**src/ivm_regs.vh**
```
// Constants of the interrupt vector and mask unit: offsets, fields, slots and priorities.
`ifndef IVM_REGS_VH
`define IVM_REGS_VH

// ****************************************************************
// Register word offsets on the Avalon-MM port (byte offset / 4)
// ****************************************************************
`define IVM_A_PEND_LO 4'h0
`define IVM_A_PEND_HI 4'h1
`define IVM_A_EN_LO 4'h2
`define IVM_A_EN_HI 4'h3
`define IVM_A_HEN_LO 4'h4
`define IVM_A_HEN_HI 4'h5
`define IVM_A_CTRL 4'h6
`define IVM_A_IRQ_STAT 4'h7
`define IVM_A_IRQ_MASK 4'h8
`define IVM_A_STATE 4'h9

// ****************************************************************
// Field layouts and reset values
// ****************************************************************
`define IVM_ZERO32 32'h00000000
`define IVM_ZERO16 16'h0000
`define IVM_MASKABLE 32'hFFFFFFFC
`define IVM_MASKABLE_LO 16'hFFFC
`define IVM_FLAGGED 32'hFFFFFFFE
`define IVM_CTRL_ROUTE 0
`define IVM_EV_PEND 0
`define IVM_EV_ACK 1
`define IVM_EV_W 2
`define IVM_EV_ZERO 2'b00
`define IVM_VEC_SHIFT 3'h3

// ****************************************************************
// Vector slots of hardware sources
// ****************************************************************
`define IVM_S_RESET 5'd0
`define IVM_S_NMI 1
`define IVM_S_EXT0 2
`define IVM_S_EXT2 3
`define IVM_S_TIM0 4
`define IVM_S_SRX0 5
`define IVM_S_SRX1 6
`define IVM_S_STX1 7
`define IVM_S_PLL 8
`define IVM_S_DMA1 9
`define IVM_S_HOST 10
`define IVM_S_EXT3 11
`define IVM_S_DMA4 14
`define IVM_S_DMA5 15
`define IVM_S_EXT1 16
`define IVM_S_STX0 17
`define IVM_S_DMA0 18
`define IVM_S_DMA2 20
`define IVM_S_DMA3 21
`define IVM_S_TIM1 22
`define IVM_S_I2C 23
`define IVM_S_BUS_ERROR_REQUEST 24
`define IVM_S_DATA_LOG_REQUEST 25
`define IVM_S_OSDBG 26

// Slot holding each priority level, level 0 in the low five bits.
`define IVM_PRIO_ORDER {5'd31, 5'd30, 5'd29, 5'd28, 5'd27, 5'd26, 5'd25, 5'd23, \
  5'd22, 5'd15, 5'd14, 5'd21, 5'd20, 5'd13, 5'd12, 5'd19, 5'd11, 5'd10, 5'd9, \
  5'd18, 5'd8, 5'd7, 5'd6, 5'd17, 5'd5, 5'd4, 5'd3, 5'd16, 5'd2, 5'd24, 5'd1, 5'd0}

// Pin detector history: one high sample then three lows.
`define IVM_PIN_HIT 4'b1000
`define IVM_PIN_IDLE 4'hF

`endif

```
**src/ivm_pin_detect.v**
```verilog
// Synchroniser and falling-request detector for one active-low interrupt pin.
`timescale 1ns/10ps
`include "ivm_regs.vh"

module ivm_pin_detect (
  input wire clk,
  input wire rst_n,
  input wire pin_n,
  output reg hit
);

  reg sync1;
  reg sync2;
  reg [3:0] hist;

  // ****************************************************************
  // Two-stage synchroniser and pattern check
  // ****************************************************************

  // RULE_15: synchronise then match 1-0-0-0.
  // Only the second stage feeds the history, so a metastable first stage never
  // reaches the matcher. A low shorter than three clocks is never reported.
  always @(posedge clk or negedge rst_n) begin
    if (!rst_n) begin
      sync1 <= 1'b1;
      sync2 <= 1'b1;
      hist <= `IVM_PIN_IDLE;
      hit <= 1'b0;
    end else begin
      sync1 <= pin_n;
      sync2 <= sync1;
      hist <= {hist[2:0], sync2};
      hit <= ({hist[2:0], sync2} == `IVM_PIN_HIT);
    end
  end

endmodule

```
**src/ivm_top.v**
```verilog
// Interrupt vector, priority and mask unit with an Avalon-MM register port.
`timescale 1ns/10ps
`include "ivm_regs.vh"

// How it works
// RULE_01: Thirty-two slots; vector location equals slot number times eight bytes.
// RULE_02: Fixed priority per slot; lower number wins; reset 0, nonmaskable 1, bus error 2.
// RULE_03: Slot 11 takes external line 3, or the watchdog when routing selects it.
// RULE_04: DMA completions land on slots 18, 9, 20, 21, 14 and 15.
// RULE_05: Slot 25 data log, 26 OS debug; 12, 13, 19, 27-31 trap only.
// RULE_06: Normal enable words mask or pass each maskable request in running mode.
// RULE_07: Pending flag words hold one bit per request not yet serviced.
// RULE_08: Halted enable words apply only while the CPU is halted in emulation.
// RULE_09: Halted CPU services a request only if both enable words allow it.
// RULE_10: Software loads the halted enable words before entering halted emulation.
// RULE_11: Hardware reset zeroes pending, normal enable and halted enable words.
// RULE_12: Software reset zeroes pending words and keeps both enable word pairs.
// RULE_13: Software writes zero into the reserved must-be-zero enable bit.
// RULE_14: Reset slot serves both resets; nonmaskable slot cannot be masked.
// RULE_15: External pins pass two flops and need high then three lows.
// RULE_16: Vector fetch pulses acknowledge low one clock and clears that flag.
// RULE_17: Among eligible pending requests the lowest priority number is presented.
// RULE_18: Requests set flags regardless of enables; flags hold until taken or cleared.
module ivm_top (
  input wire SYS_CLK,
  input wire RESETN,
  input wire [3:0] AVS_ADDRESS,
  input wire AVS_READ,
  input wire AVS_WRITE,
  input wire [31:0] AVS_WRITEDATA,
  output reg [31:0] AVS_READDATA,
  output reg AVS_WAITREQUEST,
  input wire NMI_N,
  input wire [3:0] EXT_REQ_N,
  input wire WATCHDOG_REQUEST,
  input wire [1:0] TIMER_REQ,
  input wire [1:0] SERIAL_RX_REQ,
  input wire [1:0] SERIAL_TX_REQ,
  input wire PLL_LOCK_REQUEST,
  input wire [5:0] DMA_DONE_REQ,
  input wire HOST_REQUEST,
  input wire I2C_REQ,
  input wire BUS_ERROR_REQUEST,
  input wire DATA_LOG_REQUEST,
  input wire OS_DEBUG_REQUEST,
  input wire CPU_HALTED,
  input wire CPU_SOFT_RESET,
  input wire CPU_VECTOR_FETCH,
  output reg INT_REQ,
  output reg [4:0] INT_SLOT,
  output reg [7:0] INT_VECTOR,
  output reg VECTOR_FETCH_ACK_N,
  output reg IRQ
);

  // ****************************************************************
  // Reset release and state
  // ****************************************************************

  reg rst_meta;
  reg rst_n;
  reg [31:0] pend;
  reg [31:0] en;
  reg [31:0] hen;
  reg reset_pend;
  reg route_wdt;
  reg [1:0] ev_stat;
  reg [1:0] ev_mask;
  reg [31:0] raw;
  reg [31:0] elig;
  reg [31:0] next_pend;
  reg [31:0] rd_mux;
  reg found;
  reg [4:0] win_slot;
  reg [1:0] next_ev;
  wire [4:0] ext_hit;
  wire [159:0] prio_order;
  wire [31:0] elig_by_prio;
  wire bus_req;
  wire wr_now;
  wire take;
  wire [31:0] clr_mask;
  wire [31:0] ack_mask;
  integer i;

  // The reset is asserted at once but released only after two clean edges.
  always @(posedge SYS_CLK or negedge RESETN) begin
    if (!RESETN) begin
      rst_meta <= 1'b0;
      rst_n <= 1'b0;
    end else begin
      rst_meta <= 1'b1;
      rst_n <= rst_meta;
    end
  end

  // ****************************************************************
  // External pins and request mapping
  // ****************************************************************

  // RULE_15: one detector per pin.
  // Entry 4 is the nonmaskable pin, entries 0 to 3 the external request lines.
  wire [4:0] pins_n;
  assign pins_n = {NMI_N, EXT_REQ_N};
  genvar g;
  generate
    for (g = 0; g < 5; g = g + 1) begin : pin_gen
      ivm_pin_detect u_pin (
        .clk(SYS_CLK),
        .rst_n(rst_n),
        .pin_n(pins_n[g]),
        .hit(ext_hit[g])
      );
    end
  endgenerate

  // Internal sources are on this clock already, so they are read directly.
  // Slots 12, 13, 19 and 27 to 31 stay zero: they exist for software traps only.
  always @* begin
    raw = `IVM_ZERO32;
    raw[`IVM_S_NMI] = ext_hit[4];
    raw[`IVM_S_EXT0] = ext_hit[0];
    raw[`IVM_S_EXT1] = ext_hit[1];
    raw[`IVM_S_EXT2] = ext_hit[2];
    // RULE_03: watchdog routing mux.
    raw[`IVM_S_EXT3] = route_wdt ? WATCHDOG_REQUEST : ext_hit[3];
    raw[`IVM_S_TIM0] = TIMER_REQ[0];
    raw[`IVM_S_TIM1] = TIMER_REQ[1];
    raw[`IVM_S_SRX0] = SERIAL_RX_REQ[0];
    raw[`IVM_S_SRX1] = SERIAL_RX_REQ[1];
    raw[`IVM_S_STX0] = SERIAL_TX_REQ[0];
    raw[`IVM_S_STX1] = SERIAL_TX_REQ[1];
    raw[`IVM_S_PLL] = PLL_LOCK_REQUEST;
    // RULE_04: DMA channel slots.
    raw[`IVM_S_DMA0] = DMA_DONE_REQ[0];
    raw[`IVM_S_DMA1] = DMA_DONE_REQ[1];
    raw[`IVM_S_DMA2] = DMA_DONE_REQ[2];
    raw[`IVM_S_DMA3] = DMA_DONE_REQ[3];
    raw[`IVM_S_DMA4] = DMA_DONE_REQ[4];
    raw[`IVM_S_DMA5] = DMA_DONE_REQ[5];
    raw[`IVM_S_HOST] = HOST_REQUEST;
    raw[`IVM_S_I2C] = I2C_REQ;
    raw[`IVM_S_BUS_ERROR_REQUEST] = BUS_ERROR_REQUEST;
    // RULE_05: data log and debug slots.
    raw[`IVM_S_DATA_LOG_REQUEST] = DATA_LOG_REQUEST;
    raw[`IVM_S_OSDBG] = OS_DEBUG_REQUEST;
  end

  // ****************************************************************
  // Eligibility and priority
  // ****************************************************************

  // RULE_06: normal enables gate maskable requests.
  // RULE_08: halted enables count only while halted.
  // RULE_09: halted service needs both enables.
  // RULE_14: reset and nonmaskable slots bypass enables.
  always @* begin
    elig = pend & en & (CPU_HALTED ? hen : ~`IVM_ZERO32) & `IVM_MASKABLE;
    elig[`IVM_S_NMI] = pend[`IVM_S_NMI];
    elig[`IVM_S_RESET] = reset_pend;
  end

  // RULE_02: reorder eligibility by priority.
  assign prio_order = `IVM_PRIO_ORDER;
  generate
    for (g = 0; g < 32; g = g + 1) begin : prio_gen
      assign elig_by_prio[g] = elig[prio_order[g*5 +: 5]];
    end
  endgenerate

  // RULE_17: lowest priority number wins.
  // Scanning downward lets the last hit, the lowest level, stand.
  always @* begin
    found = 1'b0;
    win_slot = `IVM_S_RESET;
    for (i = 31; i >= 0; i = i - 1) begin
      if (elig_by_prio[i]) begin
        found = 1'b1;
        win_slot = prio_order[i*5 +: 5];
      end
    end
  end

  // RULE_16: acknowledge only a presented slot that is still eligible.
  // An enable cleared after presentation withdraws the request, so no ack.
  assign take = CPU_VECTOR_FETCH && INT_REQ && elig[INT_SLOT];
  assign ack_mask = take ? (`IVM_ZERO32 | (32'h1 << INT_SLOT)) : `IVM_ZERO32;

  // ****************************************************************
  // Avalon-MM slave handshake
  // ****************************************************************

  // One wait cycle per access: the edge that drops waitrequest also loads
  // read data, and the following edge completes the transfer.
  assign bus_req = AVS_READ || AVS_WRITE;
  assign wr_now = AVS_WRITE && !AVS_WAITREQUEST;
  assign clr_mask = (wr_now && AVS_ADDRESS == `IVM_A_PEND_LO) ?
                    {`IVM_ZERO16, AVS_WRITEDATA[15:0]} :
                    (wr_now && AVS_ADDRESS == `IVM_A_PEND_HI) ?
                    {AVS_WRITEDATA[15:0], `IVM_ZERO16} : `IVM_ZERO32;

  // Unmapped offsets read as zero and ignore writes.
  always @* begin
    case (AVS_ADDRESS)
      `IVM_A_PEND_LO: rd_mux = {`IVM_ZERO16, pend[15:0]};
      `IVM_A_PEND_HI: rd_mux = {`IVM_ZERO16, pend[31:16]};
      `IVM_A_EN_LO: rd_mux = {`IVM_ZERO16, en[15:0]};
      `IVM_A_EN_HI: rd_mux = {`IVM_ZERO16, en[31:16]};
      `IVM_A_HEN_LO: rd_mux = {`IVM_ZERO16, hen[15:0]};
      `IVM_A_HEN_HI: rd_mux = {`IVM_ZERO16, hen[31:16]};
      `IVM_A_CTRL: rd_mux = {31'h0, route_wdt};
      `IVM_A_IRQ_STAT: rd_mux = {30'h0, ev_stat};
      `IVM_A_IRQ_MASK: rd_mux = {30'h0, ev_mask};
      `IVM_A_STATE: rd_mux = {16'h0, CPU_HALTED, reset_pend, INT_VECTOR, INT_SLOT, INT_REQ};
      default: rd_mux = `IVM_ZERO32;
    endcase
  end

  always @(posedge SYS_CLK or negedge rst_n) begin
    if (!rst_n) begin
      AVS_WAITREQUEST <= 1'b1;
      AVS_READDATA <= `IVM_ZERO32;
    end else begin
      AVS_WAITREQUEST <= !(bus_req && AVS_WAITREQUEST);
      if (AVS_READ && AVS_WAITREQUEST) begin
        AVS_READDATA <= rd_mux;
      end
    end
  end

  // ****************************************************************
  // Pending flags
  // ****************************************************************

  // RULE_18: flags set whatever the enables.
  // RULE_07: flags hold until taken or cleared.
  // A new request in the cycle of a clear or an acknowledge wins over both.
  always @* begin
    next_pend = pend & ~clr_mask & ~ack_mask;
    // RULE_12: software reset clears flags.
    if (CPU_SOFT_RESET) begin
      next_pend = `IVM_ZERO32;
    end
    next_pend = (next_pend | raw) & `IVM_FLAGGED;
  end

  // RULE_11: hardware reset zeroes all words.
  // The reset slot is raised by reset itself, so it sits outside the flag words.
  always @(posedge SYS_CLK or negedge rst_n) begin
    if (!rst_n) begin
      pend <= `IVM_ZERO32;
      en <= `IVM_ZERO32;
      hen <= `IVM_ZERO32;
      route_wdt <= 1'b0;
      reset_pend <= 1'b1;
    end else begin
      pend <= next_pend;
      // RULE_14: software reset raises reset slot.
      if (CPU_SOFT_RESET) begin
        reset_pend <= 1'b1;
      end else if (take && INT_SLOT == `IVM_S_RESET) begin
        reset_pend <= 1'b0;
      end
      // RULE_13: reserved enable bits never stored.
      if (wr_now && AVS_ADDRESS == `IVM_A_EN_LO) begin
        en[15:0] <= AVS_WRITEDATA[15:0] & `IVM_MASKABLE_LO;
      end
      if (wr_now && AVS_ADDRESS == `IVM_A_EN_HI) begin
        en[31:16] <= AVS_WRITEDATA[15:0];
      end
      // RULE_10: halted enables loaded by software.
      if (wr_now && AVS_ADDRESS == `IVM_A_HEN_LO) begin
        hen[15:0] <= AVS_WRITEDATA[15:0] & `IVM_MASKABLE_LO;
      end
      if (wr_now && AVS_ADDRESS == `IVM_A_HEN_HI) begin
        hen[31:16] <= AVS_WRITEDATA[15:0];
      end
      if (wr_now && AVS_ADDRESS == `IVM_A_CTRL) begin
        route_wdt <= AVS_WRITEDATA[`IVM_CTRL_ROUTE];
      end
    end
  end

  // ****************************************************************
  // CPU-facing outputs
  // ****************************************************************

  // RULE_01: vector location is slot times eight.
  // RULE_16: acknowledge low for one clock.
  // The slot just taken is not re-presented in the same edge since take holds INT_REQ low
  // while its flag clears; presentation follows the flags one clock later.
  always @(posedge SYS_CLK or negedge rst_n) begin
    if (!rst_n) begin
      INT_REQ <= 1'b0;
      INT_SLOT <= `IVM_S_RESET;
      INT_VECTOR <= 8'h00;
      VECTOR_FETCH_ACK_N <= 1'b1;
    end else begin
      VECTOR_FETCH_ACK_N <= !take;
      INT_REQ <= found && !take;
      INT_SLOT <= win_slot;
      INT_VECTOR <= {3'b000, win_slot} << `IVM_VEC_SHIFT;
    end
  end

  // ****************************************************************
  // Summary interrupt line
  // ****************************************************************

  // Events: a new request flagged, and a vector acknowledged; set wins over W1C.
  always @* begin
    next_ev = ev_stat;
    if (wr_now && AVS_ADDRESS == `IVM_A_IRQ_STAT) begin
      next_ev = ev_stat & ~AVS_WRITEDATA[1:0];
    end
    next_ev[`IVM_EV_PEND] = next_ev[`IVM_EV_PEND] | (|raw);
    next_ev[`IVM_EV_ACK] = next_ev[`IVM_EV_ACK] | take;
  end

  always @(posedge SYS_CLK or negedge rst_n) begin
    if (!rst_n) begin
      ev_stat <= `IVM_EV_ZERO;
      ev_mask <= `IVM_EV_ZERO;
      IRQ <= 1'b0;
    end else begin
      ev_stat <= next_ev;
      if (wr_now && AVS_ADDRESS == `IVM_A_IRQ_MASK) begin
        ev_mask <= AVS_WRITEDATA[1:0];
      end
      IRQ <= |(next_ev & ev_mask);
    end
  end

endmodule

```
**config.mk**
```make
export PLATFORM = sky130hd
export DESIGN_NAME = ivm_top
export DESIGN_NICKNAME = d
export VERILOG_FILES = /design/src/ivm_pin_detect.v /design/src/ivm_top.v
export VERILOG_INCLUDE_DIRS = /design/src /design/src/src
export SDC_FILE = /design/constraint.sdc
export NUM_CORES = 1
export LEC_CHECK = 0
export BUFFER_PORTS_ARGS = -buffer_cell sky130_fd_sc_hd__buf_2
export CORE_ASPECT_RATIO = 0.8
export CORE_UTILIZATION = 31
export DETAILED_ROUTE_END_ITERATION = 8
export MAX_ROUTING_LAYER = met4
export PLACE_DENSITY_LB_ADDON = 0.2
export SYNTH_ARGS = -nofsm -noshare
export SYNTH_HDL_FRONTEND = slang
export SYNTH_SLANG_ARGS = --single-unit
```
**constraint.sdc**
```tcl
create_clock -name SYS_CLK -period 11.8 [get_ports SYS_CLK]
set_input_delay 1.77 -clock SYS_CLK [delete_from_list [all_inputs] [get_ports SYS_CLK]]
set_output_delay 1.77 -clock SYS_CLK [all_outputs]
set_load 0.03 [all_outputs]
```
==> key figures <==
Global route
  • Gr busiest metal: met1
  • Met3 usage: 0.07858
  • Vias in the first global route: 6472
  • Initial antenna violation count: 0
  • All-Layer GR Usage: 0.2361
  • GRT overflow: 0
  • Met1 Resource Use GR: 0.3464
  • First-pass GRT wire length: 43510 um
  • Met2 usage: 0.3033
  • Largest net degree at the start of global routing: 71

Placed design
  • Detailed placement HPWL: 20960 um
  • Port Buffers: 80
  • Area after DPL: 8646 um2
  • Pre-CTS setup slack: 7108 ps
  • Routability Congestion: 0.9488

Detailed routing
  • Vias: 6726
  • Detailed Route Iter0 Violations: 842
  • Remaining DRCs: 3
  • TritonRoute pass-1 iters: 9
  • Vias per inst: 5.734
  • Average wire per standard cell: 24.99 um
  • Antenna Nets Post-Route: 0
  • WL final: 29310 um

Pwr
  • Clock Power Share: 0.345
  • Total power: 1.625 mW
  • Pint: 1.047 mW
  • Sequential fraction of design power: 0.424
  • LEAKAGE: 4.009 nW
  • Sw Share: 0.3558
  • VDD IR max: 0.1034 mV
  • PD cells: 176.0 nW/um2
  • Comb power frac: 0.232
  • Psw: 578.2 uW

Run
  • Maxcap violations: 0

Cells and area
  • Fin util: 0.3649
  • Ratio of cells with drive above 1 in the final layout: 0.2968
  • Final Instance Area: 9235 um2
  • Layout area overhead: 15.78%
  • # nets final: 903
  • Ant diodes: 0
  • Fillers: 2559

Timing
  • Tmin final: 4385 ps
  • Max-slew violations: 0
  • Unrepaired setup endpoints after global routing: false
  • Fin crit share: 0.3716
  • Rel. slew slack: 0.2477
  • Worst Tran Pin Value: 1122 ps
  • Setup violations, final: 0
  • Setup Skew: 15.59 ps
  • Final setup margin: 7415 ps
  • Final TNS setup: 0 ps
  • Final Hold Vio Count: 0
  • FMAX: 0.2280 GHz

Yosys
  • Share of the synthesized area in the top cell type: 0.3953
  • Mapped Area: 7976 um2
  • Yosys top cell by area: dfrtp_1
  • Main synth FF type: dfrtp_1
  • Post-synthesis async set-or-reset flop share: 1.000
  • Top cells by area, synth: dfrtp_1, dfstp_2, mux2_2, nand2_1, a22oi_1
  • Yosys warnings: 0
  • Seq/Total Area, Yosys: 0.4875
  • Number of synthesized flops with an enable pin: 0
  • Cells after Synth: 763
  • Synth Register Bits: 154
  • Post-synth cell types: 76
  • Mean Syn Cell Area: 10.45 um2

Setup path
  • Worst Path Arrival: 4710 ps
  • Crit-path max FO: 15
  • Worst endpoint required time: 12120 ps
  • Worst R2R Start: INT_SLOT[2]
  • Crit path launch type: input port
  • Nature of the critical path endpoint: flip-flop
  • CP Launch Point: AVS_ADDRESS[1]
  • Kind of critical path: input port to flip-flop

Clock network
  • CTS Hold Bufs: 0
  • Clk slew on worst S/H paths: 70 ps
  • Sink Count: 154
  • CTS root buf: clkbuf_16
  • Clk_lat worst skew: 440 ps
  • CTS Buffer Depth: 2
  • CTS Buf Count: 17
  • # resized after CTS: 0
  • Postcts setup bufs: 0
  • CTS tree: done
  • H-tree Lvls: 4

Floorplan
  • Core Region: 25310 um2
  • Chip width: 181.3 um
  • Die Area: 26380 um2
  • I/O Pins: 116
  • Die Y: 145.5 um
  • Row Count: 52
  • Initial Util: 0.3152

Run status
  • Failing checks: design-rule violations
  • Outcome: finished with violations

Worst hold path
  • Hold crit path type: flip-flop to asynchronous set/reset pin
per-stage QoR:
| stage | hold WS (ps) | cells |
|---|---|---|
| after floorplan | 331.2 | 781 |
| after global placement | 295.2 | 1141 |
| after detailed placement | 299.3 | 1141 |
| after CTS | 289.5 | 1173 |
| after global routing | 305.3 | 1173 |
| final | 270.7 | 1173 |
sequential cells by signal (all words and copies together), names as in the netlist:
register / flops
IRQ: 1
en: 30
rst_n: 1
INT_SLOT: 5
pin_gen.u_pin.hist: 15
pin_gen.u_pin.sync1: 5
reset_pend: 1
hen: 30
AVS_READDATA: 16
ev_mask: 2
rst_meta: 1
pin_gen.u_pin.hit: 5
ev_stat: 2
pin_gen.u_pin.sync2: 5
route_wdt: 1
INT_REQ: 1
VECTOR_FETCH_ACK_N: 1
AVS_WAITREQUEST: 1
pend: 31
cell usage in the layout, fill, tap and decap left out, drive strengths merged, types with 3 or more instances in the layout:
master   netlist  routed
nand2b        20      20
a221oi        12      12
buf           37      94
nor3          16      16
nor4b          7       7
o211ai        11      11
a22oi         31      31
a211oi         5       5
a41o           7       7
nand3         15      15
mux2i         10      10
dfstp         28      28
o22ai          5       5
mux4           3       3
a21o           7       7
a21oi         25      25
and2           9       9
and3           3       3
nor4          10      10
a21boi         4       4
or2           13      13
nand4          6       6
conb           2      20
o2bb2ai        4       4
o21ai         32      32
nand2        114     114
mux2          59      59
a31o           3       3
or4            3       3
inv            9      18
nor2b         20      20
nor2          19      19
a222oi         5       5
clkbuf        21      18
dfrtp        126     126
a31oi         27      27
o2111ai        7       7
synthesized netlist by cell type, types with 3 or more instances:
master     count
o211ai_1       7
or4_1          3
a221oi_1      12
a41o_1         7
nor2b_1       18
buf_6          3
a22oi_1       30
a211oi_1       5
a31oi_1       27
buf_2          6
clkbuf_1      20
and3_1         3
o21ai_0       31
a21o_1         7
a21boi_0       4
a222oi_1       5
nor2_1        19
inv_1          8
a31o_2         3
mux2i_1       10
nor3_1        14
o22ai_1        4
o2bb2ai_1      4
nor4b_1        6
mux2_2        58
or2_1          8
nand3_1       15
mux4_2         3
dfrtp_1      126
a21oi_1       15
dfstp_2       28
a21oi_2       10
buf_4         24
and2_1         8
nor4_1        10
o2111ai_1      7
or2_2          4
nand4_1        6
o211ai_2       4
buf_1          4
nand2b_1      20
nand2_1      114
routing by layer:
layer  wire length, um  part of all wire  up-vias
li1                  -                 -     2960
met1             14280              0.49     3391
met2             11620              0.40      338
met3              2916             0.099       37
met4               501             0.017        0
met5                 0                 0        -
cells by family (layout without fill, tap and decap cells):
group | Yosys count | in the layout | share of synthesized area
buffers and inverters | 67 | 135 | 0.04674
AND/OR/NAND/NOR | 264 | 264 | 0.1700
multiplexers | 72 | 72 | 0.1048
AO/OA/AOI/OAI | 204 | 204 | 0.1900
other | 2 | 20 | 0.0009415
flip-flops | 154 | 154 | 0.4875
final timing paths:
| check | slack, ps | to | cells past startpoint |
|---|---|---|---|
| worst max-delay path | 7410 | en[8] | 5 |
| worst min-delay path | 270 | en[9] | 0 |
| worst max register to register | 9050 | pend[5] | 5 |
| worst min register to register | 270 | en[9] | 0 |
| max in group asynchronous | 9540 | AVS_READDATA[13] | 2 |
| min in group SYS_CLK | 350 | rst_n | 0 |
power by group through the flow:
stage	clock [mW]	sequential, mW	combinational, mW
2_1_floorplan	0	0.696	0.242
3_3_place_gp	0	0.697	0.369
3_5_place_dp	0	0.696	0.370
4_1_cts	0.569	0.687	0.371
5_1_grt	0.597	0.699	0.401
6_report	0.560	0.689	0.376
final cells by class:
| class | count | area [um2] | area share |
|---|---|---|---|
| Sequential cell | 154 | 3892 | 0.4215 |
| Multi-Input combinational cell | 560 | 3809 | 0.4124 |
| Timing Repair Buffer | 94 | 505.5 | 0.05474 |
| Clock buffer | 18 | 439.2 | 0.04755 |
| Tap cell | 324 | 405.4 | 0.04390 |
| Clock inverter | 14 | 150.1 | 0.01626 |
| Inverter | 9 | 33.78 | 0.003658 |
worst max-delay path: stages:
cell and delay [ps]:
buf_2 320, nor2b_1 350, and2_1 780, nand2_1 910
mux2_2 560
Power figures use the tool's default switching activity.
